==> src/common/fspc_pkg.sv <==
`default_nettype none
package fspc_pkg;
  // -----------------------------------------------------------
  // register offsets
  // -----------------------------------------------------------
  localparam logic [3:0] ADDR_LOW_OFF   = 4'h0;
  localparam logic [3:0] ADDR_HIGH_OFF  = 4'h1;
  localparam logic [3:0] DATA_LOW_OFF   = 4'h2;
  localparam logic [3:0] DATA_HIGH_OFF  = 4'h3;
  localparam logic [3:0] CONTROL_OFF    = 4'h4;
  localparam logic [3:0] UNLOCK_OFF     = 4'h5;
  localparam logic [3:0] IRQ_STAT_OFF   = 4'h6;
  localparam logic [3:0] IRQ_MASK_OFF   = 4'h7;
  // -----------------------------------------------------------
  // control bit positions
  // -----------------------------------------------------------
  localparam int CTL_SPACE_BIT  = 6;
  localparam int CTL_LATCH_BIT  = 5;
  localparam int CTL_ERASE_BIT  = 4;
  localparam int CTL_ERR_BIT    = 3;
  localparam int CTL_EN_BIT     = 2;
  localparam int CTL_WR_BIT     = 1;
  localparam int CTL_RD_BIT     = 0;
  // -----------------------------------------------------------
  // keys, reset values, geometry, timing
  // -----------------------------------------------------------
  localparam logic [7:0]  UNLOCK_KEY1    = 8'h55;
  localparam logic [7:0]  UNLOCK_KEY2    = 8'haa;
  localparam logic [7:0]  BYTE_RESET     = 8'h00;
  localparam logic [7:0]  TOP_BIT_ONE    = 8'h80;
  localparam logic [14:0] USER_ID_FIRST  = 15'h0000;
  localparam logic [14:0] USER_ID_LAST   = 15'h0003;
  localparam logic [14:0] DEV_ID_ADDR    = 15'h0006;
  localparam logic [14:0] CFG_WORD_FIRST = 15'h0007;
  localparam logic [14:0] CFG_WORD_LAST  = 15'h0008;
  localparam int          ROW_WORDS      = 32;
  localparam int          NOP_CYCLES     = 2;
  localparam int          CLK_MHZ        = 40;
  localparam int          PROG_TIME_US   = 2;
  localparam int          PROG_CYCLES    = PROG_TIME_US * CLK_MHZ;
  // -----------------------------------------------------------
  // types
  // -----------------------------------------------------------
  typedef struct packed {
    logic        req;
    logic        erase;
    logic        cfg;
    logic [14:0] addr;
  } fspc_op_t;
  typedef enum logic [3:0] {
    ST_IDLE  = 4'b0001,
    ST_NOP   = 4'b0010,
    ST_BUSY  = 4'b0100,
    ST_DONE  = 4'b1000
  } fspc_state_t;
endpackage : fspc_pkg
`default_nettype wire

==> src/core/fspc_top.sv <==
// Functional notes
// - word address is low byte plus low seven bits of high byte.
// - space select steers access to config/ID region or program array.
// - with latch-only set a write-start only loads the addressed latch.
// - with latch-only clear a write-start loads the latch then programs only the addressed word from it.
// - erase select makes write-start erase the row and is cleared when done.
// - latch-only is ignored during an erase.
// - error flag is set on any attempt to set write-start while write-start is clear.
// - program enable low inhibits every program and erase.
// - write-start launches a self-timed operation, cleared by hardware only.
// - read-start fetches the word into the data pair in one cycle then clears.
// - unused top bit of address high and control reads one; address and control reset to zero.
// - config space user ids writable, ids and config words read-only, others zero.
// - data pair holds a 14-bit word, upper two bits of high byte read zero.
// - a row has 32 write latches picked by the low five address bits.
//
// Decided for this implementation: the address-and-strobe port and the placing of the registers.
`default_nettype none
module fspc_top (
  input  wire logic        clk_i,
  input  wire logic        rst_i,
  input  wire logic        ce_i,
  input  wire logic [3:0]  reg_addr_i,
  input  wire logic [7:0]  reg_wdata_i,
  input  wire logic        reg_wr_i,
  input  wire logic        reg_rd_i,
  output logic      [7:0]  reg_rdata_o,
  output logic             irq_o,
  output logic             cpu_nop_o,
  output logic             cpu_stall_o,
  output logic             arr_req_o,
  output logic             arr_erase_o,
  output logic             arr_cfg_o,
  output logic      [14:0] arr_addr_o,
  output logic      [13:0] arr_wdata_o,
  input  wire logic [13:0] arr_rdata_i,
  input  wire logic        arr_done_i
);
  // -----------------------------------------------------------
  // registers
  // -----------------------------------------------------------
  logic [7:0]  addr_low_r;
  logic [6:0]  addr_high_r;
  logic [13:0] data_r;
  logic        space_r, latch_r, erase_r, err_r, en_r, wr_r, rd_r;
  logic [1:0]  key_r;
  logic [1:0]  irq_stat_r, irq_mask_r;
  localparam int ROW_WORDS_L = fspc_pkg::ROW_WORDS;
  logic [13:0] latch_mem_r [ROW_WORDS_L];
  fspc_pkg::fspc_state_t state_r;
  logic [7:0]  cnt_r;
  fspc_pkg::fspc_op_t    op_r;
  logic [14:0] word_addr;
  logic        start_ok, wr_attempt, rd_attempt, op_done;

  // config-region read filter
  function automatic logic cfg_readable(input logic [14:0] a);
    cfg_readable = (a <= fspc_pkg::USER_ID_LAST) || (a == fspc_pkg::DEV_ID_ADDR)
                   || ((a >= fspc_pkg::CFG_WORD_FIRST) && (a <= fspc_pkg::CFG_WORD_LAST));
  endfunction

  // config-region write filter
  function automatic logic cfg_writable(input logic [14:0] a);
    cfg_writable = (a <= fspc_pkg::USER_ID_LAST);
  endfunction

  // -----------------------------------------------------------
  // decode
  // -----------------------------------------------------------
  // word address and start qualification
  assign word_addr  = {addr_high_r, addr_low_r};
  assign wr_attempt = reg_wr_i && (reg_addr_i == fspc_pkg::CONTROL_OFF)
                      && reg_wdata_i[fspc_pkg::CTL_WR_BIT] && !wr_r;
  assign rd_attempt = reg_wr_i && (reg_addr_i == fspc_pkg::CONTROL_OFF)
                      && reg_wdata_i[fspc_pkg::CTL_RD_BIT] && !wr_r;
  assign start_ok   = wr_attempt && reg_wdata_i[fspc_pkg::CTL_EN_BIT]
                      && key_r[1];
  assign op_done    = (state_r == fspc_pkg::ST_BUSY) && arr_done_i && (cnt_r == 8'h00);

  // -----------------------------------------------------------
  // unlock sequence tracker
  // -----------------------------------------------------------
  // key_r[0]: 55h seen last; key_r[1]: 55h then aah were the last two writes
  always_ff @(posedge clk_i)
  begin
    if (rst_i)
      key_r <= 2'b00;
    else if (ce_i && reg_wr_i)
    begin
      key_r[0] <= (reg_addr_i == fspc_pkg::UNLOCK_OFF) && (reg_wdata_i == fspc_pkg::UNLOCK_KEY1);
      key_r[1] <= key_r[0] && (reg_addr_i == fspc_pkg::UNLOCK_OFF)
                  && (reg_wdata_i == fspc_pkg::UNLOCK_KEY2);
    end
  end

  // -----------------------------------------------------------
  // address registers
  // -----------------------------------------------------------
  always_ff @(posedge clk_i)
  begin
    if (rst_i)
    begin
      addr_low_r  <= fspc_pkg::BYTE_RESET;
      addr_high_r <= 7'h00;
    end
    else if (ce_i && reg_wr_i)
    begin
      if (reg_addr_i == fspc_pkg::ADDR_LOW_OFF)
        addr_low_r <= reg_wdata_i;
      if (reg_addr_i == fspc_pkg::ADDR_HIGH_OFF)
        addr_high_r <= reg_wdata_i[6:0];
    end
  end

  // -----------------------------------------------------------
  // control register
  // -----------------------------------------------------------
  always_ff @(posedge clk_i)
  begin
    if (rst_i)
    begin
      space_r <= 1'b0;
      latch_r <= 1'b0;
      erase_r <= 1'b0;
      en_r    <= 1'b0;
      wr_r    <= 1'b0;
      rd_r    <= 1'b0;
      err_r   <= 1'b0;
    end
    else if (ce_i)
    begin
      if (reg_wr_i && (reg_addr_i == fspc_pkg::CONTROL_OFF) && !wr_r)
      begin
        space_r <= reg_wdata_i[fspc_pkg::CTL_SPACE_BIT];
        latch_r <= reg_wdata_i[fspc_pkg::CTL_LATCH_BIT];
        erase_r <= reg_wdata_i[fspc_pkg::CTL_ERASE_BIT];
        en_r    <= reg_wdata_i[fspc_pkg::CTL_EN_BIT];
        err_r   <= reg_wdata_i[fspc_pkg::CTL_ERR_BIT];
      end
      if (wr_attempt)
        err_r <= 1'b1;
      if (start_ok)
        wr_r <= 1'b1;
      else if (state_r == fspc_pkg::ST_DONE)
      begin
        wr_r <= 1'b0;
        if (op_r.erase)
          erase_r <= 1'b0;
        err_r <= 1'b0;
      end
      rd_r <= rd_attempt && !wr_r;
    end
  end

  // -----------------------------------------------------------
  // data pair and write latches
  // -----------------------------------------------------------
  always_ff @(posedge clk_i)
  begin
    if (rst_i)
      data_r <= 14'h0000;
    else if (ce_i)
    begin
      if (reg_wr_i && (reg_addr_i == fspc_pkg::DATA_LOW_OFF))
        data_r[7:0] <= reg_wdata_i;
      else if (reg_wr_i && (reg_addr_i == fspc_pkg::DATA_HIGH_OFF))
        data_r[13:8] <= reg_wdata_i[5:0];
      else if (rd_r)
        data_r <= (!space_r || cfg_readable(word_addr)) ? arr_rdata_i
                  : 14'h0000;
    end
  end

  // latch load on every non-erase write-start
  always_ff @(posedge clk_i)
  begin
    if (ce_i && start_ok && !reg_wdata_i[fspc_pkg::CTL_ERASE_BIT])
      latch_mem_r[addr_low_r[4:0]] <= data_r;
  end

  // -----------------------------------------------------------
  // operation sequencer
  // -----------------------------------------------------------
  always_ff @(posedge clk_i)
  begin
    if (rst_i)
    begin
      state_r <= fspc_pkg::ST_IDLE;
      cnt_r   <= 8'h00;
      op_r    <= '0;
    end
    else if (ce_i)
    begin
      unique case (state_r)
        fspc_pkg::ST_IDLE:
          if (start_ok && (reg_wdata_i[fspc_pkg::CTL_ERASE_BIT]
                           || !reg_wdata_i[fspc_pkg::CTL_LATCH_BIT]))
          begin
            state_r  <= fspc_pkg::ST_NOP;
            cnt_r    <= 8'(fspc_pkg::NOP_CYCLES - 1);
            op_r.erase <= reg_wdata_i[fspc_pkg::CTL_ERASE_BIT];
            op_r.cfg   <= reg_wdata_i[fspc_pkg::CTL_SPACE_BIT];
            op_r.addr  <= word_addr;
            op_r.req   <= !reg_wdata_i[fspc_pkg::CTL_SPACE_BIT]
                          || cfg_writable(word_addr);
          end
          else if (start_ok)
            state_r <= fspc_pkg::ST_DONE;
        fspc_pkg::ST_NOP:
          if (cnt_r == 8'h00)
          begin
            state_r <= fspc_pkg::ST_BUSY;
            cnt_r   <= 8'(fspc_pkg::PROG_CYCLES - 1);
          end
          else
            cnt_r <= cnt_r - 8'h01;
        fspc_pkg::ST_BUSY:
          if (op_done || (!op_r.req && cnt_r == 8'h00))
            state_r <= fspc_pkg::ST_DONE;
          else if (cnt_r != 8'h00)
            cnt_r <= cnt_r - 8'h01;
        fspc_pkg::ST_DONE:
          state_r <= fspc_pkg::ST_IDLE;
        default:
          state_r <= fspc_pkg::ST_IDLE;
      endcase
    end
  end

  // -----------------------------------------------------------
  // array and core handshake outputs
  // -----------------------------------------------------------
  always_ff @(posedge clk_i)
  begin
    if (rst_i)
    begin
      arr_req_o   <= 1'b0;
      arr_erase_o <= 1'b0;
      arr_cfg_o   <= 1'b0;
      arr_addr_o  <= 15'h0000;
      arr_wdata_o <= 14'h0000;
      cpu_nop_o   <= 1'b0;
      cpu_stall_o <= 1'b0;
    end
    else if (ce_i)
    begin
      arr_req_o   <= (state_r == fspc_pkg::ST_BUSY) && op_r.req && !op_done;
      arr_erase_o <= op_r.erase;
      arr_cfg_o   <= rd_attempt ? reg_wdata_i[fspc_pkg::CTL_SPACE_BIT] : op_r.cfg;
      arr_addr_o  <= rd_attempt ? word_addr : op_r.addr;
      arr_wdata_o <= latch_mem_r[op_r.addr[4:0]];
      cpu_nop_o   <= (state_r == fspc_pkg::ST_NOP);
      cpu_stall_o <= (state_r == fspc_pkg::ST_BUSY) && !op_done;
    end
  end

  // -----------------------------------------------------------
  // interrupt status: bit0 op done, bit1 refused start
  // -----------------------------------------------------------
  always_ff @(posedge clk_i)
  begin
    if (rst_i)
    begin
      irq_stat_r <= 2'b00;
      irq_mask_r <= 2'b00;
      irq_o      <= 1'b0;
    end
    else if (ce_i)
    begin
      if (reg_wr_i && (reg_addr_i == fspc_pkg::IRQ_MASK_OFF))
        irq_mask_r <= reg_wdata_i[1:0];
      // set wins over read-clear
      irq_stat_r <= ((reg_rd_i && reg_addr_i == fspc_pkg::IRQ_STAT_OFF) ? 2'b00 : irq_stat_r)
                    | {wr_attempt && !start_ok, state_r == fspc_pkg::ST_DONE};
      irq_o <= |(irq_stat_r & irq_mask_r);
    end
  end

  // -----------------------------------------------------------
  // read data
  // -----------------------------------------------------------
  always_ff @(posedge clk_i)
  begin
    if (rst_i)
      reg_rdata_o <= 8'h00;
    else if (ce_i)
    begin
      reg_rdata_o <= 8'h00;
      if (reg_rd_i)
        unique case (reg_addr_i)
          fspc_pkg::ADDR_LOW_OFF:  reg_rdata_o <= addr_low_r;
          fspc_pkg::ADDR_HIGH_OFF: reg_rdata_o <= fspc_pkg::TOP_BIT_ONE
                                                  | {1'b0, addr_high_r};
          fspc_pkg::DATA_LOW_OFF:  reg_rdata_o <= data_r[7:0];
          fspc_pkg::DATA_HIGH_OFF: reg_rdata_o <= {2'b00, data_r[13:8]};
          fspc_pkg::CONTROL_OFF:   reg_rdata_o <= {1'b1, space_r, latch_r, erase_r,
                                                   err_r, en_r, wr_r, rd_r};
          fspc_pkg::IRQ_STAT_OFF:  reg_rdata_o <= {6'h00, irq_stat_r};
          fspc_pkg::IRQ_MASK_OFF:  reg_rdata_o <= {6'h00, irq_mask_r};
          default:                 reg_rdata_o <= 8'h00;
        endcase
    end
  end
endmodule // fspc_top
`default_nettype wire

==> config.mk <==
export PLATFORM = sky130hd
export DESIGN_NAME = fspc_top
export DESIGN_NICKNAME = d
export VERILOG_FILES = /design/src/common/fspc_pkg.sv /design/src/core/fspc_top.sv
export SDC_FILE = /design/constraint.sdc
export NUM_CORES = 1
export LEC_CHECK = 0
export BUFFER_PORTS_ARGS = -buffer_cell sky130_fd_sc_hd__buf_4
export CAP_MARGIN = 20
export CORE_ASPECT_RATIO = 1.5
export CORE_UTILIZATION = 62
export DETAILED_ROUTE_END_ITERATION = 10
export PLACE_DENSITY = 0.76
export SYNTH_ARGS = -nofsm -noshare
export SYNTH_HDL_FRONTEND = slang
export SYNTH_SLANG_ARGS = --single-unit
export TNS_END_PERCENT = 10
==> constraint.sdc <==
create_clock -name clk_i -period 8.1 [get_ports clk_i]
set_clock_uncertainty 0.15 [all_clocks]
set_input_delay 1.215 -clock clk_i [delete_from_list [all_inputs] [get_ports clk_i]]
set_output_delay 1.215 -clock clk_i [all_outputs]
set_load 0.05 [all_outputs]
==> impl_metrics.csv <==
group,metric,value,unit
grt,grt_max_degree,70,
floorplan,start_util,0.633,
clock_network,ctsLongestPathBuffers,3,
worst_setup_path,crit_required,8140,ps
route,first_pass_iters,5,
clock_network,clkSinkCount,563,
timing,period_needed,3570,ps
logic_synthesis,postSynth.asyncResetShare,0,
floorplan,dieArea,0.0369,sq mm
job,max_cap_violations,0,
timing,worst_pin_slew,1050,ps
clock_network,post_cts_buffers,0,
route,wl_per_cell,26.8,microns
finish,antenna_cells,0,
worst_setup_path,crit_path_end_kind,"register",
logic_synthesis,synthTopCellsByArea,"edfxtp_1 60%, dfxtp_1 10%, mux4_2 8.7%, mux2i_1 4.4%, nor2_1 2.6%",
clock_network,cts.clk_slew.worst_paths,70,ps
timing,maxSlewHeadroom,0.299,
grt,grt_pass1_vias,12900,
logic_synthesis,synth_edf_count,448,
worst_setup_path,crit_type,"primary input to register",
logic_synthesis,syn-cell-area,0.0224,sq mm
timing,period_share,0.441,
place,port_buffers,74,
timing,setup_violations,0,
place,place_congestion,0.984,
clock_network,cts_tree,"yes",
timing,fmax,280,MHz
power,pwr-share-comb,0.023,
clock_network,cts_buffers,48,
power,ir_drop,0.000142,V
finish,fin_area,0.0252,sq mm
logic_synthesis,yosysUniqueCellTypes,66,
floorplan,ios,75,
timing,fin_tns_setup,0,ps
route,wirelength,53800,microns
logic_synthesis,syn_nets,1438,
clock_network,htree_num_levels,2,
grt,antenna_found_initial,0,
logic_synthesis,synth_top_area_share,0.601,
timing,rsz0062_at_grt,"false",
finish,nets,1530,
clock_network,cts_root_buffer,"clkbuf_16",
logic_synthesis,synth_ff_type,"edfxtp_1",
logic_synthesis,ys_ff_latch,563,
place,placed_area,0.0234,sq mm
timing,hold_viol,0,
status,status,"completed",
floorplan,die_w,157,microns
grt,grt.total_usage,0.301,
power,seq_power_share,0.562,
finish,drive_gt1_frac,0.199,
route,drcViolationCount,0,
power,power.internal,0.00441,W
route,vias_per_cell,6.50,
grt,grt_pass1_wl,80100,microns
logic_synthesis,yosysTopAreaCell,"edfxtp_1",
logic_synthesis,synth.top_cells.by_count,"448 x edfxtp_1, 154 x nor2_1, 115 x dfxtp_1",
route,vias,13000,
clock_network,holdBufCountCts,0,
logic_synthesis,yosysSeqAreaShare,0.704,
place,hpwl,34400,microns
worst_setup_path,cp_data_arrival_time,3610,ps
floorplan,rows,84,
floorplan,core,0.0353,sq mm
timing,maxSlewViolCount,0,
power,power_leakage,9.37,nW
worst_hold_path,min_path_type,"register to register",
clock_network,ctsResizeCount,0,
logic_synthesis,syn_inst,1404,
power,p_per_area,219,mW/mm^2
clock_network,clk_latency,570,ps
route,antenna_left,0,
grt,grt_overflow,0,
power,power.switching,0.00111,W
logic_synthesis,yosys_warnings,0,
worst_setup_path,worst-path-max-fanout,57,
finish,area_delta_synth_final,12.5,%
power,netSwitchingFraction,0.200,
floorplan,die_h,235,microns
worst_setup_path,start_kind,"primary input",
logic_synthesis,yosysMostFrequentCell,"edfxtp_1",
route,drt_iter0_drc,1416,
logic_synthesis,synth_area_per_cell,15.9,sq um
power,clkPwrFrac,0.416,
## cell type report
cell class	instances	area [sq um]
Sequential cell	563	15800
Tap cell	473	592
Timing Repair Buffer	127	1000
Clock buffer	62	1280
Fill cell	2295	10100
Multi-Input combinational cell	739	6180
Clock inverter	26	280
Inverter	17	63.8
## kinds of logic (layout without fill, tap and decap cells)
family | count (synthesis) | in the layout | synth area share
compound gates | 208 | 208 | 0.0638
xor+xnor | 1 | 1 | 0.000392
fa+ha+maj | 2 | 2 | 0.00112
buf+inv | 102 | 232 | 0.0201
flops | 563 | 563 | 0.704
mux | 191 | 191 | 0.137
simple gates | 337 | 337 | 0.0737
## routing by layer
| metal | global-route usage | share of wire |
|---|---|---|
| met2 | 0.486 | 0.50 |
| met1 | 0.390 | 0.37 |
| met5 | 0 | 0 |
| met4 | 0.191 | 0.067 |
| met3 | 0.0339 | 0.065 |
## worst max-delay path, stage by stage
cell,delay [ps]
buf_4,470
nor2b_1,210
nand4_1,220
or3_1,620
nor2_1,860
## path summary, 6_finish.rpt
path	startpoint	endpoint	slack [ps]	cells after the start
worst max-delay path	ce_i	latch_mem_r[20][6]$_DFFE_PP_	4530	5
worst min register to register	arr_wdata_o[12]$_SDFFE_PP0P_	arr_wdata_o[12]$_SDFFE_PP0P_	300	2
worst max register to register	op_r[1]$_SDFFE_PP0P_	arr_wdata_o[1]$_SDFFE_PP0P_	4690	6
worst min-delay path	arr_wdata_o[12]$_SDFFE_PP0P_	arr_wdata_o[12]$_SDFFE_PP0P_	300	2
## power groups by stage
stage	Sequential [W]	Clock, W	Combinational [W]
final	0.00310	0.00230	0.000125
after global routing	0.00310	0.00242	0.000132
after CTS	0.00310	0.00232	0.000123
after detailed placement	0.00316	0	0.000122
after global placement	0.00316	0	0.000121
after floorplan	0.00318	0	0.0000587
## per-stage QoR
stage	cells	setup slack (ps)	hold slack [ps]	total power, W	utilization
floorplan	1404	4570	292	0.00324	-
global placement	1890	3820	290	0.00328	0.661
detailed placement	1893	3700	293	0.00329	0.662
CTS	1981	4280	303	0.00554	0.706
global route	2007	4350	325	0.00565	0.713
finish	2007	4530	299	0.00552	0.713
## registers in the layout (all words and copies together), names as in the netlist, 2 cells and up
register,cells
state_r,4
irq_mask_r,2
cnt_r,8
op_r,18
key_r,2
arr_addr_o,15
data_r,14
arr_wdata_o,14
reg_rdata_o,8
latch_mem_r,448
addr_high_r,7
irq_stat_r,2
addr_low_r,8
## layout by cell type (no fill, tap or decap), types with 21 or more instances in the layout
master	n
edfxtp_1	448
nor2_1	154
buf_4	114
dfxtp_1	110
mux2i_1	98
mux4_2	86
nand2_1	58
clkbuf_16	48
a21oi_1	41
o21ai_0	31
a211oi_1	30
o22ai_1	28
nor2b_1	21
nor3_1	21
(Power assumes the default switching activity.)
